## config.mk

```make
export PLATFORM = sky130hd
export DESIGN_NAME = usbls_top
export DESIGN_NICKNAME = d
export VERILOG_FILES = /design/src/hdl/usbls_pkg.sv /design/src/hdl/usbls_sync.sv /design/src/hdl/usbls_timer.sv /design/src/hdl/usbls_top.sv
export VERILOG_INCLUDE_DIRS = /design/src /design/src/hdl
export SDC_FILE = /design/constraint.sdc
export NUM_CORES = 1
export LEC_CHECK = 0
export BUFFER_PORTS_ARGS = -buffer_cell sky130_fd_sc_hd__buf_2
export CAP_MARGIN = 25
export CORE_MARGIN = 5
export CORE_UTILIZATION = 59
export DETAILED_ROUTE_END_ITERATION = 6
export PLACE_DENSITY = 0.77
export SYNTH_ARGS = -nofsm -noshare
export SYNTH_HDL_FRONTEND = slang
export SYNTH_HIERARCHICAL = 1
export SYNTH_SLANG_ARGS = --single-unit
```

## constraint.sdc

```tcl
create_clock -name clk -period 5.1 [get_ports clk]
set_input_delay 0.51 -clock clk [delete_from_list [all_inputs] [get_ports clk]]
set_output_delay 0.51 -clock clk [all_outputs]
set_load 0.005 [all_outputs]
```

## src/hdl/usbls_cfg.svh

```systemverilog
/*
  usbls_cfg.svh: offsets, field positions, reset values and timing counts of the
  usb device link, state and power block.
  assumes a 200 MHz system clock and byte offsets on the plain register port.
*/
`ifndef USBLS_CFG_SVH
`define USBLS_CFG_SVH

// ----------------------------------------------------------------------------
// clocking
// ----------------------------------------------------------------------------
`define USBLS_CLK_MHZ        8'd200
`define USBLS_ENG_MHZ        8'd48
`define USBLS_FS_BIT_CLKS    6'd4
`define USBLS_LS_BIT_CLKS    6'd32
`define USBLS_CYC_PER_US     200

// ----------------------------------------------------------------------------
// line timing in microseconds
// ----------------------------------------------------------------------------
`define USBLS_SUSPEND_US     3000
`define USBLS_RESET_US       2500
`define USBLS_RESUME_US      2000
`define USBLS_CHIRP_US       1000
`define USBLS_HUBWAIT_US     2000
`define USBLS_US2CYC(us)     ((us) * `USBLS_CYC_PER_US)
`define USBLS_TMR_W          20
`define USBLS_EOP_SE0_BITS   2'd2
`define USBLS_HUB_PAIRS      2'd3

// ----------------------------------------------------------------------------
// register offsets
// ----------------------------------------------------------------------------
`define USBLS_ADDR_W         4
`define USBLS_DATA_W         16
`define USBLS_OFS_CTRL       4'h0
`define USBLS_OFS_POWER      4'h4
`define USBLS_OFS_STATUS     4'h8
`define USBLS_OFS_CFG        4'hc

// ----------------------------------------------------------------------------
// field positions and reset values
// ----------------------------------------------------------------------------
`define USBLS_CTRL_LS        0
`define USBLS_CTRL_HSCAP     1
`define USBLS_CTRL_SELFPWR   2
`define USBLS_CTRL_RWU_EN    3
`define USBLS_CTRL_RWU_REQ   4
`define USBLS_CTRL_RST       4'h0
`define USBLS_REQ_MA_RST     9'h064

`endif

```

## src/hdl/usbls_pkg.sv

```systemverilog
/*
  usbls_pkg: types of the usb device link, state and power block.
  assumes nothing beyond a systemverilog compiler.
*/
package usbls_pkg;

  // --------------------------------------------------------------------------
  // device states
  // --------------------------------------------------------------------------
  typedef enum logic [2:0] {
    DEV_ATTACHED,
    DEV_POWERED,
    DEV_DEFAULT,
    DEV_ADDRESS,
    DEV_CONFIGURED
  } usbls_dev_e;

  // --------------------------------------------------------------------------
  // link signalling states
  // --------------------------------------------------------------------------
  typedef enum logic [2:0] {
    LK_FS,
    LK_CHIRP,
    LK_HUBWAIT,
    LK_HS,
    LK_RESUME
  } usbls_link_e;

endpackage

```

## src/hdl/usbls_sync.sv

```systemverilog
/*
  usbls_sync: two flip-flop synchroniser for pin levels.
  assumes inputs are slow levels from outside the clock domain.
*/
`timescale 1ns/10ps
`default_nettype none

module usbls_sync #(
  parameter int W = 1
) (
  // clock and reset
  input  wire logic         clk,
  input  wire logic         sys_rst,
  // levels
  input  wire logic [W-1:0] d,
  output var  logic [W-1:0] q
);

  logic [W-1:0] meta_reg;

  always_ff @(posedge clk or posedge sys_rst) begin
    if (sys_rst) begin
      meta_reg <= '0;
      q        <= '0;
    end else begin
      meta_reg <= d;
      q        <= meta_reg;
    end
  end

endmodule // usbls_sync

`default_nettype wire

```

## src/hdl/usbls_timer.sv

```systemverilog
/*
  usbls_timer: saturating cycle counter with a limit compare.
  assumes clear and limit come from logic on the same clock.
*/
`timescale 1ns/10ps
`default_nettype none
`include "usbls_cfg.svh"

module usbls_timer (
  // clock and reset
  input  wire logic                   clk,
  input  wire logic                   sys_rst,
  // control
  input  wire logic                   clear,
  input  wire logic [`USBLS_TMR_W-1:0] limit,
  // status
  output logic                        done
);

  logic [`USBLS_TMR_W-1:0] cnt_reg;

  assign done = (cnt_reg >= limit);

  always_ff @(posedge clk or posedge sys_rst) begin
    if (sys_rst) begin
      cnt_reg <= '0;
    end else if (clear) begin
      cnt_reg <= '0;
    end else if (!done) begin
      cnt_reg <= cnt_reg + 1'b1;
    end
  end

endmodule // usbls_timer

`default_nettype wire

```

## src/hdl/usbls_top.sv

```systemverilog
/*
  usbls_top: usb device link housekeeping: bit timing, speed pull-ups and chirp,
  suspend and resume, vbus watch, device states and power request encoding.
  assumes a 200 MHz clock, an external transceiver on the pins, and a serial
  engine on the same clock that reports address and configuration commands.

*/
`timescale 1ns/10ps
`default_nettype none
`include "usbls_cfg.svh"

module usbls_top #(
  parameter int unsigned SUSPEND_CYCLES = `USBLS_US2CYC(`USBLS_SUSPEND_US),
  parameter int unsigned RESET_CYCLES   = `USBLS_US2CYC(`USBLS_RESET_US),
  parameter int unsigned RESUME_CYCLES  = `USBLS_US2CYC(`USBLS_RESUME_US),
  parameter int unsigned CHIRP_CYCLES   = `USBLS_US2CYC(`USBLS_CHIRP_US),
  parameter int unsigned HUBWAIT_CYCLES = `USBLS_US2CYC(`USBLS_HUBWAIT_US)
) (
  // clock and reset
  input  wire logic                     clk,
  input  wire logic                     sys_rst,
  // register port
  input  wire logic [`USBLS_ADDR_W-1:0] reg_addr,
  input  wire logic [`USBLS_DATA_W-1:0] reg_wdata,
  input  wire logic                     reg_wr,
  input  wire logic                     reg_rd,
  output var  logic [`USBLS_DATA_W-1:0] reg_rdata,
  // bus pins
  input  wire logic                     dp_in,
  input  wire logic                     dm_in,
  output var  logic                     dp_out,
  output var  logic                     dm_out,
  output var  logic                     dx_oe,
  output var  logic                     pu_dp_en,
  output var  logic                     pu_dm_en,
  input  wire logic                     vbus_sense,
  // serial engine side
  input  wire logic                     hs_rx_active,
  input  wire logic                     set_addr_stb,
  input  wire logic [6:0]               set_addr_val,
  input  wire logic                     set_cfg_stb,
  input  wire logic [7:0]               set_cfg_val,
  input  wire logic [6:0]               tok_addr,
  output logic                          addr_match,
  // timing and events
  output var  logic                     engine_tick,
  output var  logic                     bit_tick,
  output var  logic                     eop_seen,
  output var  logic                     bus_reset,
  // state and power
  output var  usbls_pkg::usbls_dev_e    dev_state,
  output var  logic [6:0]               dev_addr,
  output var  logic [7:0]               cfg_value,
  output var  logic                     suspended,
  output logic                          high_speed,
  output logic                          full_power_ok,
  output var  logic [8:0]               power_units
);

  // --------------------------------------------------------------------------
  // decode helpers
  // --------------------------------------------------------------------------
  function automatic logic line_is_j(input logic ls, input logic dp, input logic dm);
    line_is_j = ls ? (!dp && dm) : (dp && !dm);
  endfunction

  // --------------------------------------------------------------------------
  // declarations
  // --------------------------------------------------------------------------
  logic                     dp_s, dm_s, vbus_s;
  logic [1:0]               line_prev_reg;
  logic [3:0]               ctrl_reg;
  logic [8:0]               req_ma_reg;
  logic                     rwu_pulse;
  logic [7:0]               acc_reg;
  logic [8:0]               acc_sum;
  logic                     eng_hit;
  logic [5:0]               bit_cnt_reg;
  logic [5:0]               bit_period;
  logic                     bit_hit;
  logic [1:0]               se0_bits_reg;
  logic                     ls, hs_cap, self_pwr, rwu_en;
  logic                     j_st, k_st, se0;
  logic                     drv, line_chg, activity;
  logic [2:0]               drv_tail_reg;
  logic                     vbus_ok, pu_on;
  logic                     idle_done, se0_done, se0_done_d, phase_done;
  logic                     suspend_hit, reset_hit;
  logic [`USBLS_TMR_W-1:0]  phase_limit;
  usbls_pkg::usbls_link_e   link_reg, link_next;
  usbls_pkg::usbls_dev_e    dev_next;
  logic                     phase_clr;
  logic                     seen_k_reg;
  logic [1:0]               pairs_reg;
  logic                     wr_ctrl, wr_power;

  // --------------------------------------------------------------------------
  // pin synchronisers
  // --------------------------------------------------------------------------
  usbls_sync #(.W(3)) u_sync (
    .clk     (clk),
    .sys_rst (sys_rst),
    .d       ({dp_in, dm_in, vbus_sense}),
    .q       ({dp_s, dm_s, vbus_s})
  );

  // --------------------------------------------------------------------------
  // register port
  // --------------------------------------------------------------------------
  assign wr_ctrl   = reg_wr && (reg_addr == `USBLS_OFS_CTRL);
  assign wr_power  = reg_wr && (reg_addr == `USBLS_OFS_POWER);
  assign rwu_pulse = wr_ctrl && reg_wdata[`USBLS_CTRL_RWU_REQ];
  assign ls        = ctrl_reg[`USBLS_CTRL_LS];
  assign hs_cap    = ctrl_reg[`USBLS_CTRL_HSCAP];
  assign self_pwr  = ctrl_reg[`USBLS_CTRL_SELFPWR];
  assign rwu_en    = ctrl_reg[`USBLS_CTRL_RWU_EN];

  always_ff @(posedge clk or posedge sys_rst) begin
    if (sys_rst) begin
      ctrl_reg   <= `USBLS_CTRL_RST;
      req_ma_reg <= `USBLS_REQ_MA_RST;
      reg_rdata  <= '0;
    end else begin
      if (wr_ctrl) begin
        ctrl_reg <= reg_wdata[3:0];
      end
      if (wr_power) begin
        req_ma_reg <= reg_wdata[8:0];
      end
      reg_rdata <= '0;
      if (reg_rd) begin
        unique case (reg_addr)
          `USBLS_OFS_CTRL:   reg_rdata <= {12'h000, ctrl_reg};
          `USBLS_OFS_POWER:  reg_rdata <= {7'h00, req_ma_reg};
          `USBLS_OFS_STATUS: reg_rdata <= {1'b0, dev_addr, 1'b0, dx_oe, vbus_s, high_speed, suspended, dev_state};
          `USBLS_OFS_CFG:    reg_rdata <= {8'h00, cfg_value};
          default:           reg_rdata <= '0;
        endcase
      end
    end
  end

  // --------------------------------------------------------------------------
  // engine tick and bit timing
  // --------------------------------------------------------------------------
  assign acc_sum    = {1'b0, acc_reg} + {1'b0, `USBLS_ENG_MHZ};
  assign eng_hit    = (acc_sum >= {1'b0, `USBLS_CLK_MHZ});
  assign bit_period = ls ? `USBLS_LS_BIT_CLKS : `USBLS_FS_BIT_CLKS;
  assign bit_hit    = eng_hit && (bit_cnt_reg == bit_period - 6'd1);

  always_ff @(posedge clk or posedge sys_rst) begin
    if (sys_rst) begin
      acc_reg     <= '0;
      bit_cnt_reg <= '0;
      engine_tick <= 1'b0;
      bit_tick    <= 1'b0;
    end else begin
      acc_reg     <= eng_hit ? 8'(acc_sum - {1'b0, `USBLS_CLK_MHZ}) : acc_sum[7:0];
      engine_tick <= eng_hit;
      bit_tick    <= bit_hit;
      if (bit_hit) begin
        bit_cnt_reg <= '0;
      end else if (eng_hit) begin
        bit_cnt_reg <= bit_cnt_reg + 6'd1;
      end
    end
  end

  // --------------------------------------------------------------------------
  // line state decode and activity
  // --------------------------------------------------------------------------
  assign j_st     = line_is_j(ls, dp_s, dm_s);
  assign k_st     = line_is_j(!ls, dp_s, dm_s);
  assign se0      = !dp_s && !dm_s;
  assign drv      = dx_oe || (|drv_tail_reg);
  assign line_chg = ({dp_s, dm_s} != line_prev_reg);
  assign activity = high_speed ? hs_rx_active : (!drv && (!j_st || line_chg));

  always_ff @(posedge clk or posedge sys_rst) begin
    if (sys_rst) begin
      line_prev_reg <= '0;
      drv_tail_reg  <= '0;
      se0_done_d    <= 1'b0;
      bus_reset     <= 1'b0;
    end else begin
      line_prev_reg <= {dp_s, dm_s};
      drv_tail_reg  <= {drv_tail_reg[1:0], dx_oe};
      se0_done_d    <= se0_done;
      bus_reset     <= reset_hit;
    end
  end

  // --------------------------------------------------------------------------
  // end-of-packet detect
  // --------------------------------------------------------------------------
  always_ff @(posedge clk or posedge sys_rst) begin
    if (sys_rst) begin
      se0_bits_reg <= '0;
      eop_seen     <= 1'b0;
    end else begin
      eop_seen <= 1'b0;
      if (drv || high_speed) begin
        se0_bits_reg <= '0;
      end else if (se0) begin
        if (bit_hit && se0_bits_reg != 2'd3) begin
          se0_bits_reg <= se0_bits_reg + 2'd1;
        end
      end else if (j_st && se0_bits_reg >= `USBLS_EOP_SE0_BITS) begin
        if (bit_hit) begin
          eop_seen     <= 1'b1;
          se0_bits_reg <= '0;
        end
      end else begin
        se0_bits_reg <= '0;
      end
    end
  end

  // --------------------------------------------------------------------------
  // timers
  // --------------------------------------------------------------------------
  usbls_timer u_idle (
    .clk     (clk),
    .sys_rst (sys_rst),
    .clear   (activity || dev_state == usbls_pkg::DEV_ATTACHED),
    .limit   (`USBLS_TMR_W'(SUSPEND_CYCLES)),
    .done    (idle_done)
  );

  usbls_timer u_se0 (
    .clk     (clk),
    .sys_rst (sys_rst),
    .clear   (!se0 || drv || high_speed),
    .limit   (`USBLS_TMR_W'(RESET_CYCLES)),
    .done    (se0_done)
  );

  usbls_timer u_phase (
    .clk     (clk),
    .sys_rst (sys_rst),
    .clear   (phase_clr),
    .limit   (phase_limit),
    .done    (phase_done)
  );

  assign suspend_hit = idle_done && !suspended;
  assign reset_hit   = se0_done && !se0_done_d && vbus_s;
  assign phase_clr   = (link_next != link_reg);
  assign phase_limit = (link_reg == usbls_pkg::LK_CHIRP)  ? `USBLS_TMR_W'(CHIRP_CYCLES) :
                       (link_reg == usbls_pkg::LK_RESUME) ? `USBLS_TMR_W'(RESUME_CYCLES) :
                                                            `USBLS_TMR_W'(HUBWAIT_CYCLES);

  // --------------------------------------------------------------------------
  // link signalling machine
  // --------------------------------------------------------------------------
  always_comb begin
    link_next = link_reg;
    unique case (link_reg)
      usbls_pkg::LK_FS: begin
        if (reset_hit && hs_cap && !ls) begin
          link_next = usbls_pkg::LK_CHIRP;
        end else if (suspended && rwu_en && rwu_pulse) begin
          link_next = usbls_pkg::LK_RESUME;
        end
      end
      usbls_pkg::LK_CHIRP: begin
        if (phase_done) begin
          link_next = usbls_pkg::LK_HUBWAIT;
        end
      end
      usbls_pkg::LK_HUBWAIT: begin
        if (pairs_reg == `USBLS_HUB_PAIRS) begin
          link_next = usbls_pkg::LK_HS;
        end else if (phase_done) begin
          link_next = usbls_pkg::LK_FS;
        end
      end
      usbls_pkg::LK_HS: begin
        if (suspend_hit) begin
          link_next = usbls_pkg::LK_FS;
        end
      end
      usbls_pkg::LK_RESUME: begin
        if (phase_done) begin
          link_next = usbls_pkg::LK_FS;
        end
      end
    endcase
    if (!vbus_ok) begin
      link_next = usbls_pkg::LK_FS;
    end
  end

  always_ff @(posedge clk or posedge sys_rst) begin
    if (sys_rst) begin
      link_reg   <= usbls_pkg::LK_FS;
      seen_k_reg <= 1'b0;
      pairs_reg  <= '0;
    end else begin
      link_reg <= link_next;
      if (link_reg != usbls_pkg::LK_HUBWAIT) begin
        seen_k_reg <= 1'b0;
        pairs_reg  <= '0;
      end else if (k_st && !drv) begin
        seen_k_reg <= 1'b1;
      end else if (j_st && seen_k_reg) begin
        seen_k_reg <= 1'b0;
        pairs_reg  <= pairs_reg + 2'd1;
      end
    end
  end

  // --------------------------------------------------------------------------
  // pin drive and pull-ups
  // --------------------------------------------------------------------------
  assign high_speed = (link_reg == usbls_pkg::LK_HS);
  assign vbus_ok    = vbus_s || !self_pwr;
  assign pu_on      = vbus_ok && vbus_s && (link_next != usbls_pkg::LK_HS);

  always_ff @(posedge clk or posedge sys_rst) begin
    if (sys_rst) begin
      dx_oe    <= 1'b0;
      dp_out   <= 1'b0;
      dm_out   <= 1'b0;
      pu_dp_en <= 1'b0;
      pu_dm_en <= 1'b0;
    end else begin
      dx_oe    <= (link_next == usbls_pkg::LK_CHIRP) || (link_next == usbls_pkg::LK_RESUME);
      dp_out   <= ls;
      dm_out   <= !ls;
      pu_dp_en <= pu_on && !ls;
      pu_dm_en <= pu_on && ls;
    end
  end

  // --------------------------------------------------------------------------
  // device state machine
  // --------------------------------------------------------------------------
  always_comb begin
    dev_next = dev_state;
    unique case (dev_state)
      usbls_pkg::DEV_ATTACHED: begin
        if (vbus_s) begin
          dev_next = usbls_pkg::DEV_POWERED;
        end
      end
      usbls_pkg::DEV_POWERED: begin
      end
      usbls_pkg::DEV_DEFAULT: begin
        if (set_addr_stb && set_addr_val != 7'h00) begin
          dev_next = usbls_pkg::DEV_ADDRESS;
        end
      end
      usbls_pkg::DEV_ADDRESS: begin
        if (set_addr_stb && set_addr_val == 7'h00) begin
          dev_next = usbls_pkg::DEV_DEFAULT;
        end else if (set_cfg_stb && set_cfg_val != 8'h00) begin
          dev_next = usbls_pkg::DEV_CONFIGURED;
        end
      end
      usbls_pkg::DEV_CONFIGURED: begin
        if (set_cfg_stb && set_cfg_val == 8'h00) begin
          dev_next = usbls_pkg::DEV_ADDRESS;
        end
      end
    endcase
    if (reset_hit && dev_state != usbls_pkg::DEV_ATTACHED) begin
      dev_next = usbls_pkg::DEV_DEFAULT;
    end
    if (!vbus_s) begin
      dev_next = usbls_pkg::DEV_ATTACHED;
    end
  end

  always_ff @(posedge clk or posedge sys_rst) begin
    if (sys_rst) begin
      dev_state <= usbls_pkg::DEV_ATTACHED;
      dev_addr  <= '0;
      cfg_value <= '0;
    end else begin
      dev_state <= dev_next;
      if (dev_next == usbls_pkg::DEV_ATTACHED || dev_next == usbls_pkg::DEV_POWERED ||
          dev_next == usbls_pkg::DEV_DEFAULT) begin
        dev_addr  <= '0;
        cfg_value <= '0;
      end else begin
        if (set_addr_stb && dev_state == usbls_pkg::DEV_DEFAULT) begin
          dev_addr <= set_addr_val;
        end
        if (set_cfg_stb && dev_state != usbls_pkg::DEV_DEFAULT) begin
          cfg_value <= set_cfg_val;
        end
      end
    end
  end

  // --------------------------------------------------------------------------
  // suspend, address match and power
  // --------------------------------------------------------------------------
  always_ff @(posedge clk or posedge sys_rst) begin
    if (sys_rst) begin
      suspended   <= 1'b0;
      power_units <= '0;
    end else begin
      power_units <= 9'((10'(req_ma_reg) + 10'd1) >> 1);
      if (!vbus_s) begin
        suspended <= 1'b0;
      end else if (suspend_hit && dev_state != usbls_pkg::DEV_ATTACHED) begin
        suspended <= 1'b1;
      end else if (activity) begin
        suspended <= 1'b0;
      end
    end
  end

  assign addr_match    = (dev_state == usbls_pkg::DEV_DEFAULT) ? (tok_addr == 7'h00) :
                         (dev_state == usbls_pkg::DEV_ADDRESS ||
                          dev_state == usbls_pkg::DEV_CONFIGURED) ? (tok_addr == dev_addr) : 1'b0;
  assign full_power_ok = (dev_state == usbls_pkg::DEV_CONFIGURED) && !suspended;

endmodule // usbls_top

`default_nettype wire

```

==> impl_summary.md, run 1 <==
Power and ir drop
The worst voltage drop across the vdd grid is 0.293 mV. The portion of total power attributed to the clock network is 0.385. The share of total power dissipated in combinational logic is 0.189.

Of the total power, the share spent switching nets is 0.302. The analysis attributes to net switching a power of 1020 uW. The static leakage is 0.00508 uW. After layout, the design draws a total of 3370 uW.

The sequential group share of total power is 0.426. The total power per unit cell area is 314 mW/mm^2. The internal portion of the total power is 2350 uW.

Detailed routing
The final route contains 7497 vias. The number of detailed-routing iterations run before antenna repair is 4. In this run the remaining antenna-violating nets after routing total 0. In the routed design, unresolved DRC markers number 0.

The number of vias per cell is 5.64. The average wire per standard cell is 15.2 um. The first routing iteration left 446 violations. The routed design has 20300 um of wire.

Place
The number of buffers inserted by port buffering is 99. OpenSTA, run right after detailed placement, puts the worst setup slack at 906 ps. The detailed-placement wirelength estimate is 14700 um. The weighted congestion at the end of routability-driven global placement is 0.865.

Clocking
The number of buffers created by CTS is 17. The number of hold buffers added after CTS was 1. The clock latency of the later-clocked register in the worst-skew pair is 430 ps. TritonCTS built the clock tree. The cell at the root of the clock tree is sky130_fd_sc_hd__clkbuf_16. The post-CTS repair timing setup buffer count is 0. The post-cts sizing count is 0. The number of sinks driven by the clock tree is 156.

The clock slew at the register clock pins of the worst setup and hold paths is 60 ps. The number of H-tree levels is 4. Counting along the longest clock path gives a buffer depth of 2.

Synthesis
The library cell with the largest summed area after synthesis is sky130_fd_sc_hd__dfrtp_1. Counting flops with an async set or reset pin after synthesis yields a share of 1.00. The instance count of the mapped netlist is 962. Yosys mapped the design onto 82 distinct sky130hd cell types. Summing every instance area after synthesis gives 0.00927 mm^2. The number of register bits inferred by synthesis is 156.

In this run, synthesis inferred 0 flip-flops with an integrated enable. The share of synthesized area in the top cell type comes to 0.413. The sequential-to-total area share from yosys stat is 0.421. After synthesis, the mean cell area works out to 9.64 um^2. After synthesis, the cell types taking the most area are sky130_fd_sc_hd__dfrtp_1 41%, sky130_fd_sc_hd__ha_1 9.8%, sky130_fd_sc_hd__a21oi_1 4.1%.

For this run, the leading register cell type out of synthesis is sky130_fd_sc_hd__dfrtp_1. During synthesis, Yosys emitted a total of 6 warnings.

STA
Setup repair after global routing left no endpoint under its margin. The summed negative setup slack over all endpoints is 0 ps. The timing-limited maximum frequency is 233 MHz. The worst setup skew after layout is 16.8 ps. The transition time at the pin with the least slew margin is 879 ps. The final critical path time including I/O delays and setup is 4290 ps. In the finished design, the share of the clock period the worst path needs comes to 0.842. The count of final max-slew check failures is 0.

The hold violation count in the final report came to 0. The worst path meets setup with 807 ps of slack. The final setup violation count is 0. In this run the tightest slew margin relative to its limit is 0.410.

Finish
The total inserted antenna cells is 0. In the final layout, the share of cells above drive strength 1 is 0.180. The filler cell count in the final layout is 1213. After the last flow step, the layout net total stands at 1231.

The library cell used most frequently in the layout, excluding fill and tap cells, is sky130_fd_sc_hd__dfrtp_1. The top cell types in the final layout, fill and taps aside, are 153 x sky130_fd_sc_hd__dfrtp_1, 99 x sky130_fd_sc_hd__buf_2, 88 x sky130_fd_sc_hd__inv_1, 76 x sky130_fd_sc_hd__a21oi_1, 73 x sky130_fd_sc_hd__ha_1. The layout-stage area growth over the synthesis result is 15.9%.

Setup path
STA puts the critical path data arrival time at 4610 ps. Traced cell by cell, the critical path runs through nor2b_1, nand2_1, inv_1, inv_1, ha_1, nand4_1, nor4_1, a32oi_2, nand3_2, nor2_1, o21ai_0, a21oi_1, or4_4, mux2i_1, a21oi_1, buf_4, nor2_1, mux2_2. On the critical path, the stage with the largest delay is an instance of sky130_fd_sc_hd__or4_4.

The critical path capture point type is a flip-flop. For the worst setup path, the data required time is 5410 ps. The critical path in this run is classified as reg2reg.

The peak per-stage delay on the critical path is 590 ps. The worst setup path is launched from a flip-flop. The worst-path maximum fanout is 22. In this run the register-to-register setup slack is 810 ps.

Run
The max-capacitance violation count is 0.

Die
The number of top-level pins is 108. The area of the core region is 0.0153 mm^2. The initial core utilization is 0.606. The number of placement rows is 45. The die span in x is 135 um. The floorplan step defined a die boundary enclosing 0.0183 mm^2. The floorplan step set the die height to 135 um.

Outcome
The run finished with clean final reports.

Global routing
The sum of overflow across all layers after global routing is 0. The first-pass GRT wire length is 35000 um. The number of antenna violations at the first check in global routing is 0. The global-route total usage across every layer is 0.235. Entering global routing, the biggest net connects 86 pins. The via count of the first global-routing pass was 7444.

Min path
The min-delay analysis places its worst path in the category in2reg.
-- power groups by stage --
stage               clock network, uW  logic [uW]  registers [uW]
finish                           1300         638            1440
global route                     1380         725            1450
CTS                              1330         636            1430
detailed placement                  0         629            1460
global placement                    0         617            1450
floorplan                           0         474            1420
-- logic make-up (layout without fill, tap and decap cells) --
kind of cell	Yosys count	count (layout)	share of synthesized area
AND/OR/NAND/NOR	335	335	0.205
AO/OA/AOI/OAI	197	197	0.139
flip-flops	156	156	0.421
buffers and inverters	124	230	0.0550
adder cells (fa/ha/maj)	73	73	0.0985
multiplexers	45	45	0.0528
XOR/XNOR	30	30	0.0283
other	2	53	0.000810
-- metal layers --
layer	global-route usage	vias up	routed length, um
li1	-	3711	-
met1	0.300	3585	8890
met2	0.386	169	9900
met3	0.0635	32	1090
met4	0.0817	0	399
met5	0	-	0
-- worst max-delay path, delay by kind of cell, from the launching register on --
family	cells	cell delay (ps)
AND/OR/NAND/NOR	8	1870
AO/OA/AOI/OAI	4	580
flip-flops	1	560
buffers and inverters	3	490
multiplexers	2	410
adder cells (fa/ha/maj)	1	270
-- synthesized netlist by cell type (5+ instances only) --
| cell | count |
|---|---|
| sky130_fd_sc_hd__ha_1 | 73 |
| sky130_fd_sc_hd__a211oi_1 | 8 |
| sky130_fd_sc_hd__nor3b_1 | 5 |
| sky130_fd_sc_hd__and3_1 | 10 |
| sky130_fd_sc_hd__xnor2_1 | 14 |
| sky130_fd_sc_hd__o21a_1 | 5 |
| sky130_fd_sc_hd__o31ai_1 | 18 |
| sky130_fd_sc_hd__dfrtp_1 | 153 |
| sky130_fd_sc_hd__o21ai_0 | 39 |
| sky130_fd_sc_hd__and2_1 | 8 |
| sky130_fd_sc_hd__nand2b_1 | 13 |
| sky130_fd_sc_hd__xor2_1 | 16 |
| sky130_fd_sc_hd__nor4_1 | 16 |
| sky130_fd_sc_hd__clkbuf_1 | 19 |
| sky130_fd_sc_hd__nand2_1 | 50 |
| sky130_fd_sc_hd__or3_1 | 25 |
| sky130_fd_sc_hd__nand3_1 | 29 |
| sky130_fd_sc_hd__or2_2 | 6 |
| sky130_fd_sc_hd__and3b_1 | 5 |
| sky130_fd_sc_hd__nor2_1 | 61 |
| sky130_fd_sc_hd__inv_1 | 89 |
| sky130_fd_sc_hd__mux2_2 | 20 |
| sky130_fd_sc_hd__nand4_1 | 34 |
| sky130_fd_sc_hd__buf_2 | 9 |
| sky130_fd_sc_hd__or4_1 | 21 |
| sky130_fd_sc_hd__a21oi_1 | 76 |
| sky130_fd_sc_hd__mux2i_1 | 23 |
| sky130_fd_sc_hd__nor3_1 | 11 |
| sky130_fd_sc_hd__nor2_2 | 10 |
| sky130_fd_sc_hd__nor2b_1 | 11 |
-- per-stage QoR --
step	cell area (um^2)	hold slack (ps)	utilization	instances
final	10800	178	0.702	1330
after global routing	10800	161	0.702	1330
after CTS	10700	167	0.700	1329
after detailed placement	10100	335	0.660	1296
after global placement	10100	333	0.660	1296
after floorplan	9470	301	-	1013
-- path summary, 6_finish.rpt --
kind / to / depth (start not counted) / start
worst min register to register: u_sync/q[0] / 0 / u_sync/meta_reg[0]
max in group asynchronous: req_ma_reg[2] / 5 / sys_rst
worst max-delay path: u_phase/cnt_reg[17] / 18 / link_reg[2]
min in group asynchronous: reg_rdata[11] / 3 / sys_rst
worst max register to register: u_phase/cnt_reg[17] / 18 / link_reg[2]
worst min-delay path: u_sync/meta_reg[1] / 1 / dm_in
-- cell type report --
cell class,count,area [um^2],share of cell area
Inverter,91,344,0.0320
Clock inverter,13,156,0.0145
Tap cell,211,264,0.0246
Sequential cell,156,3910,0.363
Multi-Input combinational cell,733,5050,0.470
Timing Repair Buffer,107,578,0.0538
Clock buffer,19,453,0.0421
Note: power is estimated with default switching activity, not from simulation.
==> inputs of run 2 (changes only) <==
Settings changed: ABC_AREA set to 1, CORE_UTILIZATION 59 to 60.
Clock period 5.1 ns to 4.45 ns, I/O delays scaled along.
==> impl_summary.md, run 2 <==
Outcome
The run finished with clean final reports.

Clocking
The number of sinks driven by the clock tree is 156 (unchanged). The number of hold-repair buffers added at the cts stage is 1 (unchanged). The post-cts sizing count came to 0 (unchanged).

TritonCTS built the clock tree. The number of H-tree levels is 4 (unchanged). The tree is rooted in a sky130_fd_sc_hd__clkbuf_16. The clock slew at the register clock pins of the worst setup and hold paths is 70 ps (about the same). The clock latency of the later-clocked register in the worst-skew pair is 430 ps (about the same). The post-CTS repair timing setup buffer count came to 0 (unchanged).

The number of buffers created by CTS is 17 (unchanged). The maximum number of buffers from clock root to sink is 2 (unchanged).

Setup path
The minimum setup slack among reg-to-reg paths was 700 ps (-100 ps). The worst setup path is captured at a flip-flop. The data arrival time of the critical path was 4060 ps (-550 ps). The required arrival time at the worst endpoint is 4760 ps (-650 ps). The origin of the critical flop-to-flop path is link_reg[2].

The endpoint of the most critical register-to-register path is u_phase/cnt_reg[5]. The worst-path maximum fanout was 21 (-4.5%). The worst reg-to-reg path cell count is 23 (+5). STA classifies the critical path startpoint as a flip-flop. The worst setup path is of the reg2reg kind.

Synthesis
The proportion of register bits with asynchronous set or reset after synthesis is 1.00 (unchanged). The number of warning messages in the yosys log is 6 (unchanged). The sequential-to-total area share from yosys stat is 0.369 (-0.0522). The distinct cell type count after synthesis is 48 (-41%). After synthesis, the cell types taking the most area are sky130_fd_sc_hd__dfrtp_1 36%, sky130_fd_sc_hd__nand2_1 15%, sky130_fd_sc_hd__ha_1 8.6%.

The number of register bits inferred by synthesis is 156 (unchanged). Summed over all instances, the cell type with the most area after synthesis is sky130_fd_sc_hd__dfrtp_1. The share of the synthesized area in the top cell type is 0.362 (-0.0512). By count the netlist is led by 410 x sky130_fd_sc_hd__nand2_1, 171 x sky130_fd_sc_hd__inv_1, 168 x sky130_fd_sc_hd__nor2_1, 153 x sky130_fd_sc_hd__dfrtp_1, 109 x sky130_fd_sc_hd__nand3_1. The primary flip-flop cell chosen by synthesis mapping is sky130_fd_sc_hd__dfrtp_1. The cell area after synthesis is 0.0106 mm^2 (+14%). The instance count of the mapped netlist is 1421 (+48%). The count of flip-flops with a built-in enable after synthesis came to 0 (unchanged).

The most common cell in the netlist is sky130_fd_sc_hd__nand2_1. The average instance area after synthesis was 7.45 um^2 (-23%).

Die
The area of the core region was 0.0173 mm^2 (+13%). The die span in x was 143 um (+5.5%). The overall die height came to 143 um (+5.5%). The number of top-level pins is 108 (unchanged). The initial core utilization is 0.612 (+0.00650). The number of placement rows is 48 (+6.7%). The area of the die is 0.0204 mm^2 (+11%).

Power and ir drop
The worst voltage drop across the vdd grid is 0.281 mV (-4.1%). The switching power share of the total is 0.349 (+0.0469). The portion of total power attributed to the clock network is 0.359 (-0.026). The proportion of power drawn by combinational gates is 0.241 (+0.052). The static leakage is 0.00628 uW (+24%). The sum of internal, switching and leakage power is 4170 uW (+24%).

The sequential group share of total power is 0.400 (-0.026). The total internal power is 2710 uW (+15%). The switching component of the power is 1460 uW (+43%). The total power per unit cell area came to 347 mW/mm^2 (+11%).

STA
The part of the cycle the worst path needs was 0.842 (about the same). The count of final max-slew check failures is 0 (unchanged). The headroom to the max-slew limit is 0.407 (-0.00327). The worst hold slack across all endpoints is 119 ps (-58.9 ps). The summed negative setup slack over all endpoints is 0 ps (unchanged). The final critical path time including I/O delays and setup was 3750 ps (-545 ps). Setup repair after global routing left no endpoint under its margin. The worst setup skew after layout is 11.5 ps (-5.34 ps). The final setup violation count is 0 (unchanged). The transition time at the pin with the least slew margin was 887 ps (+8.32 ps).

The timing-limited maximum frequency is 267 MHz (+15%). The hold violation count in the final report is 0 (unchanged).

Run
The max-capacitance violation count is 0 (unchanged).

Global routing
The sum of overflow across all layers after global routing is 0 (unchanged). The via count of the first global-routing pass is 8567 (+15%). The global-route total usage across every layer came to 0.238 (+0.00354).

The global-route met2 utilization came to 0.398 (+0.0123). The global-route met1 utilization was 0.325 (+0.0260). The number of antenna violations at the first check in global routing is 0 (unchanged).

The maximum number of pins on one net before global-route repair was 48 (-44%). met2 is the most crowded layer. The met3 demand-to-capacity share in global routing came to 0.0378 (-0.0257). The first-pass GRT wire length was 39800 um (+14%).

Detailed routing
The iteration-0 DRC count of the detailed router was 540 (+21%). The sum of routed wire length over all layers is 23900 um (+18%). The final antenna-violating net count is 0 (unchanged). The DRC violations left was 0 (unchanged). The via count is 9279 (+24%). The number of vias per cell came to 5.14 (-8.9%). The average wire per standard cell was 13.2 um (-13%).

The number of detailed-routing iterations run before antenna repair was 6 (+2).

Finish
The library cells used most frequently in the layout, excluding fill and tap cells, are 410 x sky130_fd_sc_hd__nand2_1, 170 x sky130_fd_sc_hd__inv_1, 168 x sky130_fd_sc_hd__nor2_1, 153 x sky130_fd_sc_hd__dfrtp_1, 109 x sky130_fd_sc_hd__nand3_1. The final layout net count was 1693 (+38%). Leaving out fill and tap cells, the most frequent cell in the layout is sky130_fd_sc_hd__nand2_1. The filler cell count in the final layout is 1453 (+20%).

The area growth from synthesis to layout is 13.4%. The share of layout cells above drive strength 1 is 0.161 (-0.0190).

Place
The detailed-placement wirelength estimate is 17700 um (+20%). The weighted congestion at the end of routability-driven global placement is 0.902 (+4.3%). The number of buffers inserted by port buffering is 99 (unchanged).

Min path
The worst min-delay path category is in2reg. In this run the most critical hold path is launched from vbus_sense. The sink of the worst hold path is u_sync/meta_reg[0]. The worst hold path stage count is 1 (unchanged).
-- run 2: worst max-delay path by stage --
stage,start,to,slack (ps),depth (start not counted)
2_1_floorplan,link_reg[2],u_phase/cnt_reg[0],1350,23
3_3_place_gp,link_reg[2],u_phase/cnt_reg[15],890,23
3_5_place_dp,link_reg[2],u_phase/cnt_reg[5],840,22
4_1_cts,link_reg[2],u_phase/cnt_reg[5],730,23
5_1_grt,link_reg[2],u_phase/cnt_reg[7],270,23
6_report,link_reg[2],u_phase/cnt_reg[5],700,23
-- run 2: area by class of cell --
type                       count  area (um^2)  area share
timing repair buffer         108          566      0.0471
inverter                     189          711      0.0592
antenna                        1         2.50    0.000208
clock buffer                  18          429      0.0357
multi-input combinational   1096         5940       0.494
tap                          225          282      0.0234
clock inverter                14          175      0.0146
sequential                   156         3910       0.325
-- run 2: cells by family after synthesis --
group | synth area share
other | 0.000709
XOR/XNOR | 0.0480
adder cells (fa/ha/maj) | 0.0863
multiplexers | 0.0149
AO/OA/AOI/OAI | 0.0655
AND/OR/NAND/NOR | 0.327
flip-flops | 0.369
buffers and inverters | 0.0883
-- run 2: layer usage --
layer | part of all wire | vias up
met1 | 0.45 | 4274
met5 | 0 | -
met3 | 0.057 | 35
li1 | - | 4733
met2 | 0.48 | 237
met4 | 0.014 | 0
-- run 2: power by group through the flow --
stage	logic [uW]	registers (uW)	clock network, uW
3_3_place_gp	963	1690	0
3_5_place_dp	993	1690	0
4_1_cts	1000	1660	1520
2_1_floorplan	747	1660	0
6_report	1000	1670	1500
5_1_grt	1150	1680	1580
-- run 2: per-stage QoR --
step           std cells   util  area, um^2  setup slack [ps]
3_5_place_dp        1773  0.659       11400               837
3_3_place_gp        1773  0.659       11400               893
5_1_grt             1806  0.694       12000               266
4_1_cts             1806  0.694       12000               731
2_1_floorplan       1472      -       10800              1350
6_report            1807  0.694       12000               702
-- run 2: worst max-delay path, cell delays in order, from the launching register on --
cell                      delay (ps)
sky130_fd_sc_hd__dfrtp_1         490
sky130_fd_sc_hd__inv_2           100
sky130_fd_sc_hd__nand3_1         210
sky130_fd_sc_hd__inv_1           220
sky130_fd_sc_hd__inv_1            70
sky130_fd_sc_hd__ha_1            270
sky130_fd_sc_hd__nand2_1          50
sky130_fd_sc_hd__nor2_2          150
sky130_fd_sc_hd__nand2_1         110
sky130_fd_sc_hd__nor2_1          130
sky130_fd_sc_hd__nand2_1          80
sky130_fd_sc_hd__nand4_2         130
sky130_fd_sc_hd__o21ai_1          80
sky130_fd_sc_hd__nor2_1          240
sky130_fd_sc_hd__nor2_1           90
sky130_fd_sc_hd__nand2_1          90
sky130_fd_sc_hd__nand2_1          60
sky130_fd_sc_hd__nand2_1          70
sky130_fd_sc_hd__nand3_1         130
sky130_fd_sc_hd__inv_1            90
sky130_fd_sc_hd__buf_4           250
sky130_fd_sc_hd__nand2_2         300
sky130_fd_sc_hd__nand2_1         140
sky130_fd_sc_hd__nand2_1          70
